==> src/cgl_pkg.sv <==
/*
 * package for the camera gpio line control block: register offsets,
 * field positions, reset values, source codes and timing constants.
 * assumes a 200 MHz device clock and a 32-bit classic wishbone slave.
 */
package cgl_pkg;

	// ==========================================================
	// geometry and clock
	localparam int NUM_LINES    = 4;
	localparam int NUM_USER     = 4;
	localparam int NUM_LB       = 2;
	localparam int NUM_CNT      = 2;
	localparam int CLK_MHZ      = 200;
	localparam int CLK_PER_US   = CLK_MHZ;
	localparam int WIDTH_US_W   = 16;
	localparam int CNT_W        = 24;

	// ==========================================================
	// register byte offsets
	localparam logic [7:0] OFF_LINE_PICKER   = 8'h00;
	localparam logic [7:0] OFF_LINE_CTRL     = 8'h04;
	localparam logic [7:0] OFF_LINE_LEVEL    = 8'h08;
	localparam logic [7:0] OFF_ALL_LEVELS    = 8'h0C;
	localparam logic [7:0] OFF_FILTER_CHOICE = 8'h10;
	localparam logic [7:0] OFF_FILTER_US     = 8'h14;
	localparam logic [7:0] OFF_SOFT_PICKER   = 8'h18;
	localparam logic [7:0] OFF_SOFT_LEVEL    = 8'h1C;
	localparam logic [7:0] OFF_ALL_SOFT      = 8'h20;
	localparam logic [7:0] OFF_CIRCUIT_TYPE  = 8'h24;

	// line control field positions
	localparam int CTRL_DIR_BIT  = 0;
	localparam int CTRL_FLIP_BIT = 1;
	localparam int CTRL_SRC_LSB  = 4;
	localparam int CTRL_SEL_LSB  = 8;

	// filter choice codes
	localparam logic FILT_GLITCH = 1'b0;
	localparam logic FILT_BOUNCE = 1'b1;

	// output source codes
	typedef enum logic [2:0] {
		CGL_SRC_LINE     = 3'h0,
		CGL_SRC_USER     = 3'h1,
		CGL_SRC_COUNTER  = 3'h2,
		CGL_SRC_LOGIC    = 3'h3,
		CGL_SRC_EXPOSURE = 3'h4,
		CGL_SRC_FTRIG    = 3'h5
	} cgl_src_t;

	// circuit type codes
	localparam logic [1:0] CIRC_TRISTATE  = 2'h0;
	localparam logic [1:0] CIRC_OPTO      = 2'h1;
	localparam logic [1:0] CIRC_OPENDRAIN = 2'h2;

	// per-line configuration carried to the output mux
	typedef struct packed {
		logic       dir_out;
		logic       flip;
		cgl_src_t   src;
		logic [1:0] sel;
	} cgl_line_cfg_t;

	// reset values
	localparam logic [15:0] RST_FILTER_US = 16'h0000;

endpackage : cgl_pkg

==> src/cgl_filter.sv <==
/*
 * one line's input filter: glitch rejection followed by bounce
 * suppression, each with its own width in device clock cycles.
 * assumes the input is already synchronised to clk_i.
 */
`timescale 1ns/1ps
module cgl_filter #(
	parameter int CNT_W = cgl_pkg::CNT_W
) (
	input  wire logic             clk_i,
	input  wire logic             rst_i,
	input  wire logic             din_i,
	input  wire logic [CNT_W-1:0] glitch_cycles_i,
	input  wire logic [CNT_W-1:0] bounce_cycles_i,
	output logic                  dout_o
);

	// ==========================================================
	// glitch rejection
	logic             glitch_q;
	logic [CNT_W-1:0] gcnt;
	logic             bounce_q;
	logic [CNT_W-1:0] bcnt;

	// new level accepted only after stable for the full width
	always_ff @(posedge clk_i) begin
		if (rst_i) begin
			glitch_q <= 1'b0;
			gcnt     <= '0;
		end else if (din_i == glitch_q) begin
			gcnt <= '0;
		end else if (gcnt + 1'b1 >= glitch_cycles_i) begin
			glitch_q <= din_i;
			gcnt     <= '0;
		end else begin
			gcnt <= gcnt + 1'b1;
		end
	end

	// ==========================================================
	// bounce suppression fed by the glitch stage
	always_ff @(posedge clk_i) begin
		if (rst_i) begin
			bounce_q <= 1'b0;
			bcnt     <= '0;
		end else if (bcnt != '0) begin
			bcnt <= bcnt - 1'b1; // changes ignored while counting
		end else if (glitch_q != bounce_q) begin
			bounce_q <= glitch_q; // first edge passes at once
			bcnt     <= bounce_cycles_i;
		end
	end

	assign dout_o = bounce_q;

endmodule // cgl_filter

==> src/cgl_gpio.sv <==
/*
 * camera gpio line control: four lines with direction, polarity flip,
 * filters, selectable output sources and user outputs, reached over a
 * classic wishbone slave.
 * assumes pins are sampled asynchronously and the camera core supplies
 * counter, logic block, exposure and frame-trigger status on clk_i.
 */
// Notes on behaviour
// - four lines; picker routes per-line settings
// - direction per line; drive only as output
// - polarity flip inverts selected line sense
// - level readback returns selected line state
// - packed word, line n at bit n
// - per-line filter choice and microsecond widths
// - glitch filter accepts after full stable width
// - bounce filter passes first edge, then holds
// - glitch stage feeds bounce stage
// - source choice matters only in output mode
// - sources: loopback, user, counter, logic block
// - exposure source high while sensor exposes
// - frame trigger source high while ready
// - soft picker chooses bit; level sets it
// - packed user word writes/reads all outputs
// - read-only circuit type per line
// - open drain only pulls low
`timescale 1ns/1ps
module cgl_gpio #(
	parameter int          NUM_LINES = cgl_pkg::NUM_LINES,
	parameter logic [7:0]  CIRC_TYPES = 8'hAA
) (
	input  wire logic                 clk_i,
	input  wire logic                 rst_i,
	// wishbone slave
	input  wire logic                 cyc_i,
	input  wire logic                 stb_i,
	input  wire logic                 we_i,
	input  wire logic [7:0]           adr_i,
	input  wire logic [3:0]           sel_i,
	input  wire logic [31:0]          dat_i,
	output logic      [31:0]          dat_o,
	output logic                      ack_o,
	// camera core status
	input  wire logic [1:0]           counter_active_i,
	input  wire logic [1:0]           logic_block_i,
	input  wire logic                 exposure_active_i,
	input  wire logic                 frame_trig_wait_i,
	// pins
	input  wire logic [NUM_LINES-1:0] line_pin_i,
	output logic      [NUM_LINES-1:0] line_pin_o,
	output logic      [NUM_LINES-1:0] line_pin_oe_o
);

	// ==========================================================
	// elaboration checks: refuse values the logic cannot serve
	if (NUM_LINES != cgl_pkg::NUM_LINES) begin : g_bad_lines
		$error("cgl_gpio serves exactly four lines");
	end
	// the widest microsecond value must fit the filter counters
	if (64'(cgl_pkg::CLK_PER_US) * 64'h0000_0000_0000_FFFF >=
		(64'h0000_0000_0000_0001 << cgl_pkg::CNT_W)) begin : g_bad_cnt
		$error("cgl_gpio filter counter too narrow");
	end
	// code 3 names no circuit type
	for (genvar c = 0; c < NUM_LINES; c++) begin : g_circ
		if (CIRC_TYPES[2*c +: 2] == 2'h3) begin : g_bad_circ
			$error("cgl_gpio circuit type code 3 is unused");
		end
	end

	// ==========================================================
	// configuration state
	logic [1:0]                  line_picker;
	cgl_pkg::cgl_line_cfg_t      cfg [NUM_LINES];
	logic [NUM_LINES-1:0]        filt_choice;
	logic [15:0]                 glitch_us [NUM_LINES];
	logic [15:0]                 bounce_us [NUM_LINES];
	logic [1:0]                  soft_picker;
	logic [cgl_pkg::NUM_USER-1:0] soft_out;

	// ==========================================================
	// pin synchronisers and filters
	logic [NUM_LINES-1:0] sync1;
	logic [NUM_LINES-1:0] sync2;
	logic [NUM_LINES-1:0] sync3;
	logic [NUM_LINES-1:0] pin_clean;
	logic [NUM_LINES-1:0] filtered;
	logic [NUM_LINES-1:0] level;

	// three-stage synchroniser; accept once stages two and three agree
	// the agree stage holds the old level while a late sample settles
	// pin_clean resets low; a high pin shows four cycles after reset
	always_ff @(posedge clk_i) begin
		if (rst_i) begin
			sync1     <= '0;
			sync2     <= '0;
			sync3     <= '0;
			pin_clean <= '0;
		end else begin
			sync1 <= line_pin_i;
			sync2 <= sync1;
			sync3 <= sync2;
			for (int i = 0; i < NUM_LINES; i++) begin
				if (sync2[i] == sync3[i])
					pin_clean[i] <= sync3[i];
			end
		end
	end

	// microsecond widths become cycle counts
	function automatic logic [cgl_pkg::CNT_W-1:0] us_to_cycles(
		input logic [15:0] us
	);
		logic [31:0] prod;
		prod = 32'(us) * 32'(cgl_pkg::CLK_PER_US);
		return prod[cgl_pkg::CNT_W-1:0];
	endfunction

	// one filter pair per line
	for (genvar g = 0; g < NUM_LINES; g++) begin : g_filt
		cgl_filter #(
			.CNT_W(cgl_pkg::CNT_W)
		) u_filt (
			.clk_i           (clk_i),
			.rst_i           (rst_i),
			.din_i           (pin_clean[g]),
			.glitch_cycles_i (us_to_cycles(glitch_us[g])),
			.bounce_cycles_i (us_to_cycles(bounce_us[g])),
			.dout_o          (filtered[g])
		);
	end

	// ==========================================================
	// output source selection and pin drive
	logic [NUM_LINES-1:0] src_val;
	logic [NUM_LINES-1:0] next_drive;

	// source mux; other lines' levels give loopback
	// counter and logic block sources use only the low index bit
	always_comb begin
		for (int i = 0; i < NUM_LINES; i++) begin
			case (cfg[i].src)
				cgl_pkg::CGL_SRC_LINE:     src_val[i] = level[cfg[i].sel];
				cgl_pkg::CGL_SRC_USER:     src_val[i] = soft_out[cfg[i].sel];
				cgl_pkg::CGL_SRC_COUNTER:  src_val[i] =
					counter_active_i[cfg[i].sel[0]];
				cgl_pkg::CGL_SRC_LOGIC:    src_val[i] =
					logic_block_i[cfg[i].sel[0]];
				cgl_pkg::CGL_SRC_EXPOSURE: src_val[i] = exposure_active_i;
				cgl_pkg::CGL_SRC_FTRIG:    src_val[i] = frame_trig_wait_i;
				default:                   src_val[i] = 1'b0;
			endcase
			// flip applies to the driven sense as well
			next_drive[i] = src_val[i] ^ cfg[i].flip;
		end
	end

	// open drain: pull low only, high left to external pull-up
	// registering oe costs a cycle but keeps mux glitches off the pin
	always_ff @(posedge clk_i) begin
		if (rst_i) begin
			line_pin_o    <= '0;
			line_pin_oe_o <= '0;
		end else begin
			line_pin_o <= '0;
			for (int i = 0; i < NUM_LINES; i++) begin
				// drive only in output mode, and only the low level
				line_pin_oe_o[i] <= cfg[i].dir_out & ~next_drive[i];
			end
		end
	end

	// live level: filtered pin, inverted if flipped
	// an output line reads back its own pin through the filters
	always_comb begin
		for (int i = 0; i < NUM_LINES; i++)
			level[i] = filtered[i] ^ cfg[i].flip;
	end

	// ==========================================================
	// wishbone register file
	logic        req;
	logic        wr;
	logic [31:0] rdata;
	logic [1:0]  lp;

	// single-cycle answer; ack drops in the cycle after it was given
	// ack and dat_o stay on flops, so every access costs one wait cycle
	assign req = cyc_i & stb_i & ~ack_o;
	assign wr  = req & we_i & sel_i[0];
	assign lp  = line_picker;

	always_ff @(posedge clk_i) begin
		if (rst_i)
			ack_o <= 1'b0;
		else
			ack_o <= req;
	end

	// line picker routes every per-line write
	always_ff @(posedge clk_i) begin
		if (rst_i)
			line_picker <= 2'h0;
		else if (wr && adr_i == cgl_pkg::OFF_LINE_PICKER)
			line_picker <= dat_i[1:0];
	end

	// soft output picker
	always_ff @(posedge clk_i) begin
		if (rst_i)
			soft_picker <= 2'h0;
		else if (wr && adr_i == cgl_pkg::OFF_SOFT_PICKER)
			soft_picker <= dat_i[1:0];
	end

	// direction, flip and source land in the picked line only
	always_ff @(posedge clk_i) begin
		if (rst_i) begin
			for (int i = 0; i < NUM_LINES; i++)
				cfg[i] <= '{dir_out: 1'b0, flip: 1'b0,
				           src: cgl_pkg::CGL_SRC_LINE, sel: 2'h0};
		end else if (wr && adr_i == cgl_pkg::OFF_LINE_CTRL) begin
			cfg[lp].dir_out <= dat_i[cgl_pkg::CTRL_DIR_BIT];
			cfg[lp].flip    <= dat_i[cgl_pkg::CTRL_FLIP_BIT];
			cfg[lp].src     <= cgl_pkg::cgl_src_t'(
				dat_i[cgl_pkg::CTRL_SRC_LSB +: 3]);
			cfg[lp].sel     <= dat_i[cgl_pkg::CTRL_SEL_LSB +: 2];
		end
	end

	// filter type choice per line
	always_ff @(posedge clk_i) begin
		if (rst_i)
			filt_choice <= '0;
		else if (wr && adr_i == cgl_pkg::OFF_FILTER_CHOICE)
			filt_choice[lp] <= dat_i[0];
	end

	// width lands in the chosen filter of the picked line
	// a new width applies at once to the glitch compare; a running bounce count keeps its old load
	always_ff @(posedge clk_i) begin
		if (rst_i) begin
			for (int i = 0; i < NUM_LINES; i++) begin
				glitch_us[i] <= cgl_pkg::RST_FILTER_US;
				bounce_us[i] <= cgl_pkg::RST_FILTER_US;
			end
		end else if (wr && adr_i == cgl_pkg::OFF_FILTER_US) begin
			if (filt_choice[lp] == cgl_pkg::FILT_GLITCH)
				glitch_us[lp] <= dat_i[15:0];
			else
				bounce_us[lp] <= dat_i[15:0];
		end
	end

	// user outputs: single bit through picker, or whole word
	// bit and word writes use distinct offsets, so they never collide
	always_ff @(posedge clk_i) begin
		if (rst_i)
			soft_out <= '0;
		else if (wr && adr_i == cgl_pkg::OFF_SOFT_LEVEL)
			soft_out[soft_picker] <= dat_i[0];
		else if (wr && adr_i == cgl_pkg::OFF_ALL_SOFT)
			soft_out <= dat_i[cgl_pkg::NUM_USER-1:0];
	end

	// read mux; unmapped offsets read zero
	always_comb begin
		rdata = 32'h0000_0000;
		case (adr_i)
			cgl_pkg::OFF_LINE_PICKER:   rdata[1:0] = line_picker;
			cgl_pkg::OFF_LINE_CTRL: begin
				rdata[cgl_pkg::CTRL_DIR_BIT]      = cfg[lp].dir_out;
				rdata[cgl_pkg::CTRL_FLIP_BIT]     = cfg[lp].flip;
				rdata[cgl_pkg::CTRL_SRC_LSB +: 3] = cfg[lp].src;
				rdata[cgl_pkg::CTRL_SEL_LSB +: 2] = cfg[lp].sel;
			end
			cgl_pkg::OFF_LINE_LEVEL:    rdata[0] = level[lp];
			cgl_pkg::OFF_ALL_LEVELS:    rdata[NUM_LINES-1:0] = level;
			cgl_pkg::OFF_FILTER_CHOICE: rdata[0] = filt_choice[lp];
			cgl_pkg::OFF_FILTER_US:
				rdata[15:0] = (filt_choice[lp] == cgl_pkg::FILT_GLITCH) ?
					glitch_us[lp] : bounce_us[lp];
			cgl_pkg::OFF_SOFT_PICKER:   rdata[1:0] = soft_picker;
			cgl_pkg::OFF_SOFT_LEVEL:    rdata[0] = soft_out[soft_picker];
			cgl_pkg::OFF_ALL_SOFT:
				rdata[cgl_pkg::NUM_USER-1:0] = soft_out;
			cgl_pkg::OFF_CIRCUIT_TYPE:
				rdata[1:0] = CIRC_TYPES[2*lp +: 2];
			default:                    rdata = 32'h0000_0000;
		endcase
	end

	// read data registered with ack
	always_ff @(posedge clk_i) begin
		if (rst_i)
			dat_o <= 32'h0000_0000;
		else if (req)
			dat_o <= rdata;
	end

endmodule // cgl_gpio

==> config.mk <==
export PLATFORM = sky130hd
export DESIGN_NAME = cgl_gpio
export DESIGN_NICKNAME = d
export VERILOG_FILES = /design/src/cgl_pkg.sv /design/src/cgl_filter.sv /design/src/cgl_gpio.sv
export SDC_FILE = /design/constraint.sdc
export NUM_CORES = 2
export LEC_CHECK = 0
export BUFFER_PORTS_ARGS = -buffer_cell sky130_fd_sc_hd__buf_4
export CORE_MARGIN = 8
export CORE_UTILIZATION = 45
export CTS_BUF_LIST = sky130_fd_sc_hd__clkbuf_4 sky130_fd_sc_hd__clkbuf_8 sky130_fd_sc_hd__clkbuf_16
export DETAILED_ROUTE_END_ITERATION = 10
export PLACE_DENSITY = 0.58
export SLEW_MARGIN = 20
export SYNTH_ARGS = -nofsm -noshare
export SYNTH_HDL_FRONTEND = slang
export SYNTH_SLANG_ARGS = --single-unit
==> constraint.sdc <==
create_clock -name clk_i -period 10.8 [get_ports clk_i]
set_input_delay 2.16 -clock clk_i [delete_from_list [all_inputs] [get_ports clk_i]]
set_output_delay 2.16 -clock clk_i [all_outputs]
set_load 0.005 [all_outputs]
=== After elaboration in Yosys (flattened, before gate mapping) ===
Memory sizes are Yosys's and may differ from the RTL's. A register that Yosys moved wholly into a read port is not among the register bits.
Index checks and enable logic that the tools add are counted.

* $add $sub $neg: 8
* Multiply operators: 8
* $lt $le $gt $ge: 16
* Eq/ne operators: 41
* Shifts and indexed selects: 1
* Muxes and demuxes: 94
* Bitwise logic cells: 29
* Reductions and logical operators: 38

{| class="wikitable"
|+ Operators by type and width
! cell !! number
|-
| 24-bit 2-to-1 mux || 8
|-
| 16-bit by 5-bit multiplier with 21-bit output, second input constant || 8
|-
| 24-bit by 1-bit adder with 24-bit output, second input constant || 4
|-
| 24-bit greater-or-equal comparator || 4
|-
| 24-bit nonzero test || 4
|-
| 24-bit by 1-bit subtractor with 24-bit output, second input constant || 4
|-
| 16-bit 2-to-1 mux || 3
|-
| 1-bit 2-to-1 mux || 46
|-
| 8-bit by 5-bit == test with 1-bit output, second input constant || 4
|-
| 16-bit OR reduction || 2
|-
| 3-bit by 2-bit == test with 1-bit output, second input constant || 8
|-
| 3-bit == test, second input constant || 8
|-
| 1-bit one-hot mux with 6 select lines || 4
|-
| 1-bit binary-select mux with 2-bit select || 11
|-
| 2-bit by 3-bit less-than comparator with 1-bit output, second input constant || 6
|-
| 2-bit 2-to-1 mux || 9
|-
| 8-bit by 4-bit == test with 1-bit output, second input constant || 2
|-
| 8-bit by 6-bit == test with 1-bit output, second input constant || 2
|-
| 2-bit AND reduction || 8
|-
| 1-bit inverter || 13
|-
| 3-bit by 1-bit == test with 1-bit output, second input constant || 4
|-
| 3-bit logical NOT || 4
|-
| 3-bit OR reduction || 4
|-
| 1-bit one-hot mux with 10 select lines || 1
|-
| other kinds (21) || 64
|}

* Register bits after elaboration: 249
* Bits in writable memories: 156
* Input bits: 59
* Output and inout bits: 41
* Word-level logic and storage cells: 268
* Memories kept: 3

{| class="wikitable"
|+ Memories
! name !! words !! width !! read ports !! clocked after memory_dff !! write ports !! line !! source
|-
| bounce_us || 4 || 16 || 5 || 1 || 4 || cgl_gpio.sv:76 || <nowiki>logic [15:0] bounce_us [NUM_LINES];</nowiki>
|-
| glitch_us || 4 || 16 || 5 || 1 || 4 || cgl_gpio.sv:75 || <nowiki>logic [15:0] glitch_us [NUM_LINES];</nowiki>
|-
| cfg || 4 || 7 || 5 || 1 || 4 || cgl_gpio.sv:73 || <nowiki>cgl_pkg::cgl_line_cfg_t cfg [NUM_LINES];</nowiki>
|}

=== Depth between registers and ports, before layout ===
* Word-level depth: 10
* Depth in mapped cells: 21
* Gate-level depth less buffers: 21

=== By module ===
A second synthesis with hierarchy kept.

* Cells, all modules: 3687
* Area total of the unflattened synthesis: 34260.4 um^2

{| class="wikitable"
|+ By module, submodules not included
! module !! instances !! cells each !! area each (um^2) !! seq. area each (um^2)
|-
| cgl_gpio || 1 || 2263 || 22058.7 || 5705.5
|-
| cgl_filter || 4 || 356 || 3050.4 || 1001.0
|}

=== Worst setup path before layout ===
Ideal clock, no wire load.

* Kind: register to register
* From: memory glitch_us[3][3]
* To: register g_filt[3].u_filt.gcnt[10]
* Setup time: 0.066 ns
* Arrival time: 5.341 ns
* Data required time: 10.734 ns
* Slack: 5.393 ns
* Cell stages (with the launch flop): 20
* Buffers on the path: 1
* Clock period less this slack: 5.407 ns
* Path through: edfxtp_1 ha_1 ha_1 fa_1 ha_1 nor2b_1 o21a_1 o21a_1 o31a_1 o221ai_1 or4b_2 o211a_1 ha_1 a21o_1 a21o_1 a21oi_1 o21ai_0 or4_1 clkbuf_1 nor2b_1

{| class="wikitable"
|+ RTL lines
! what !! line !! source
|-
| start, declared || cgl_gpio.sv:75 ||
|-
| end signal, assigned || cgl_filter.sv:36 || <nowiki>gcnt <= gcnt + 1'b1;</nowiki>
|-
| end, declared || cgl_filter.sv:21 || <nowiki>logic [CNT_W-1:0] gcnt;</nowiki>
|}

==> reports/results.ini <==
[run_status]
status = complete, no violations

[routing]
wl_met2_um = 37800
vias = 25600
drc = 0
wire_per_inst_um = 18.2
ant_nets = 0
first_pass_iters = 5
wl_met3_um = 4940
drt_iter0_drc = 1507
wl_met1_um = 40500
via_per_inst = 5.46
drt_wl_total_um = 85500
routed.top_layer = met5

[floorplanning]
initial_core_util_pct = 45.3
row_count = 100
die-area_um2 = 83700
die_w_um = 289
die_h_um = 289
ioPinCount = 100
core_um2 = 74200

[cts]
cts-root-buf = clkbuf_16
clk_latency_ps = 620
post-cts-setup-buffers = 0
numCtsBuffers = 51
htree_num_levels = 2
clk_pin_slew_worst_paths_ps = 60
postCtsHoldBufs = 0
cts_resized = 0
cts_tree = built
clock_sinks = 407
clockBufferDepth = 3

[critical_path]
crit_type = reg2reg
crit_path_end_kind = flop
cp_data_required_time_ps = 11340
start_kind = flop
crit_chain = ha_1, ha_1, inv_1, fa_1, inv_1, ha_1, a21o_1, a21o_1, a21oi_1, nand2_1, o221ai_1, or4b_2, o211a_1, ha_1, a21o_1, a21o_1, a21oi_1, o21ai_0, or4_1, nor2b_1
arrival_ps = 6680
critPathBufInv = 2
cp_top_family = compound AO/OA/AOI/OAI gates
critPathSlowestCell = or4_1
worst_path_largest_cell_delay_ps = 900
cp_max_fo = 24

[finish]
insertedDiodeCount = 0
drive_above_1_share_pct = 7.40
syn_to_final_growth_pct = 9.23
layout.nets = 4358

[synth]
synth_cell_types = 90
syn-instance-count = 3652
syn-mean-instance-area_um2 = 9.21
yosys.area.top_type_share_pct = 19.5
yosys_warnings = 0
synth_area_leaders = ha_1, dfxtp_1, edfxtp_1
synth_ff_type = dfxtp_1
async_reset_ff_share_pct = 0
yosys.area.top_type = ha_1
synth.top_cells.by_count = ha_1, inv_1, nor2_1, dfxtp_1, nand2_1
yosysSeqAreaShare_pct = 28.9
ys_seq_elements = 407
yosys.cell_count.top_type = ha_1
synth_edf_count = 156
syn_area_um2 = 33600

[place]
dp_hpwl_um = 66800
port_buffers = 60
gp_congestion = 0.809

[hold_path]
worstHoldPathType = reg2reg

[timing]
slew_headroom_pct = 29.1
final_max_slew_viol_count = 0
worst_pin_slew_ps = 1060
timing.fmax_mhz = 163
fin_crit_ps = 6140
rsz0062_at_grt = no
final-hold-violation-count = 0
post-route-period-util_pct = 56.9
setup_tns_ps = 0
hold_slack_ps = 451
skew_ps = 19.8
finalSetupViolCount = 0

[global_routing]
grt_pass1_vias = 24700
antenna_found_initial = 5
grt_usage_pct = 20.3
grt_overflow_total = 0
grt_pass1_wl_um = 135000
grt_max_degree = 105

[power_and_ir_drop]
leakage_nw = 17.6
p_per_area_nw_per_um2 = 155
peakVddDrop_mv = 0.123

[job]
max_cap_viol_count = 0

==> layout by cell type (no fill, tap or decap), types with 82 or more instances in the layout <==
cell / n
buf_4: 82
inv_1: 497
dfxtp_1: 249
xnor2_1: 121
and3_1: 137
nor2_1: 252
nand2_1: 223
nor3_1: 82
a21oi_1: 159
ha_1: 523
edfxtp_1: 156
o21ai_0: 103
fa_1: 88
xor2_1: 121
nand3_1: 89
==> layer usage <==
layer | GRT usage [%] | up-vias
met4 | 5.66 | 2
li1 | - | 12900
met2 | 32.3 | 559
met1 | 28.4 | 12100
met3 | 3.21 | 113
met5 | 0 | -
==> flip-flops by register name (all words and copies together), names as in the netlist, 16 cells and up, named ones only <==
name                cells
bounce_us              64
cfg                    28
dat_o                  16
g_filt.u_filt.bcnt     96
g_filt.u_filt.gcnt     96
glitch_us              64
==> worst paths after layout <==
path | startpoint | end | slack (ps) | cells past startpoint
max | glitch_us[3][8] | g_filt[3].u_filt.gcnt[20] | 4660 | 20
min | sync1[1] | sync2[1] | 450 | 1
max reg2reg | glitch_us[3][8] | g_filt[3].u_filt.gcnt[20] | 4660 | 20
min reg2reg | sync1[1] | sync2[1] | 450 | 1
==> kinds of logic (layout without fill, tap and decap cells) <==
kind of cell / after synthesis / count (layout) / synth area share (%)
mux: 90 / 90 / 4.50
simple gates: 1082 / 1082 / 16.6
fa+ha+maj: 611 / 611 / 24.7
other cells: 1 / 20 / 0.0112
compound gates: 603 / 603 / 11.8
xor+xnor: 242 / 242 / 6.30
buf+inv: 616 / 675 / 7.20
flops: 407 / 407 / 28.9
==> metrics by stage <==
stage / total power [mW] / instance area [um^2] / std cells / util [%] / setup slack (ps)
after detailed placement: 3.98 / 35000 / 4604 / 47.2 / 4680
after floorplan: 3.57 / 33700 / 3671 / - / 5390
after global routing: 6.10 / 36700 / 4699 / 49.5 / 4150
after global placement: 3.96 / 35000 / 4604 / 47.2 / 4700
after CTS: 5.74 / 36700 / 4699 / 49.5 / 4660
final: 5.69 / 36700 / 4699 / 49.5 / 4660
==> final cells by class <==
class | count | area (um^2)
Clock buffer | 65 | 1440
Fill cell | 7155 | 37500
Clock inverter | 30 | 260
Timing Repair Buffer | 83 | 636
Inverter | 497 | 1870
Sequential cell | 407 | 9710
Multi-Input combinational cell | 2648 | 21600
Tap cell | 969 | 1210
==> power by group <==
part,switching [mW],internal [mW],total (mW)
clock,0.730,1.00,1.73
combinational,1.16,0.839,2.00
sequential,0.190,1.77,1.96
Power figures use the tool's default switching activity.
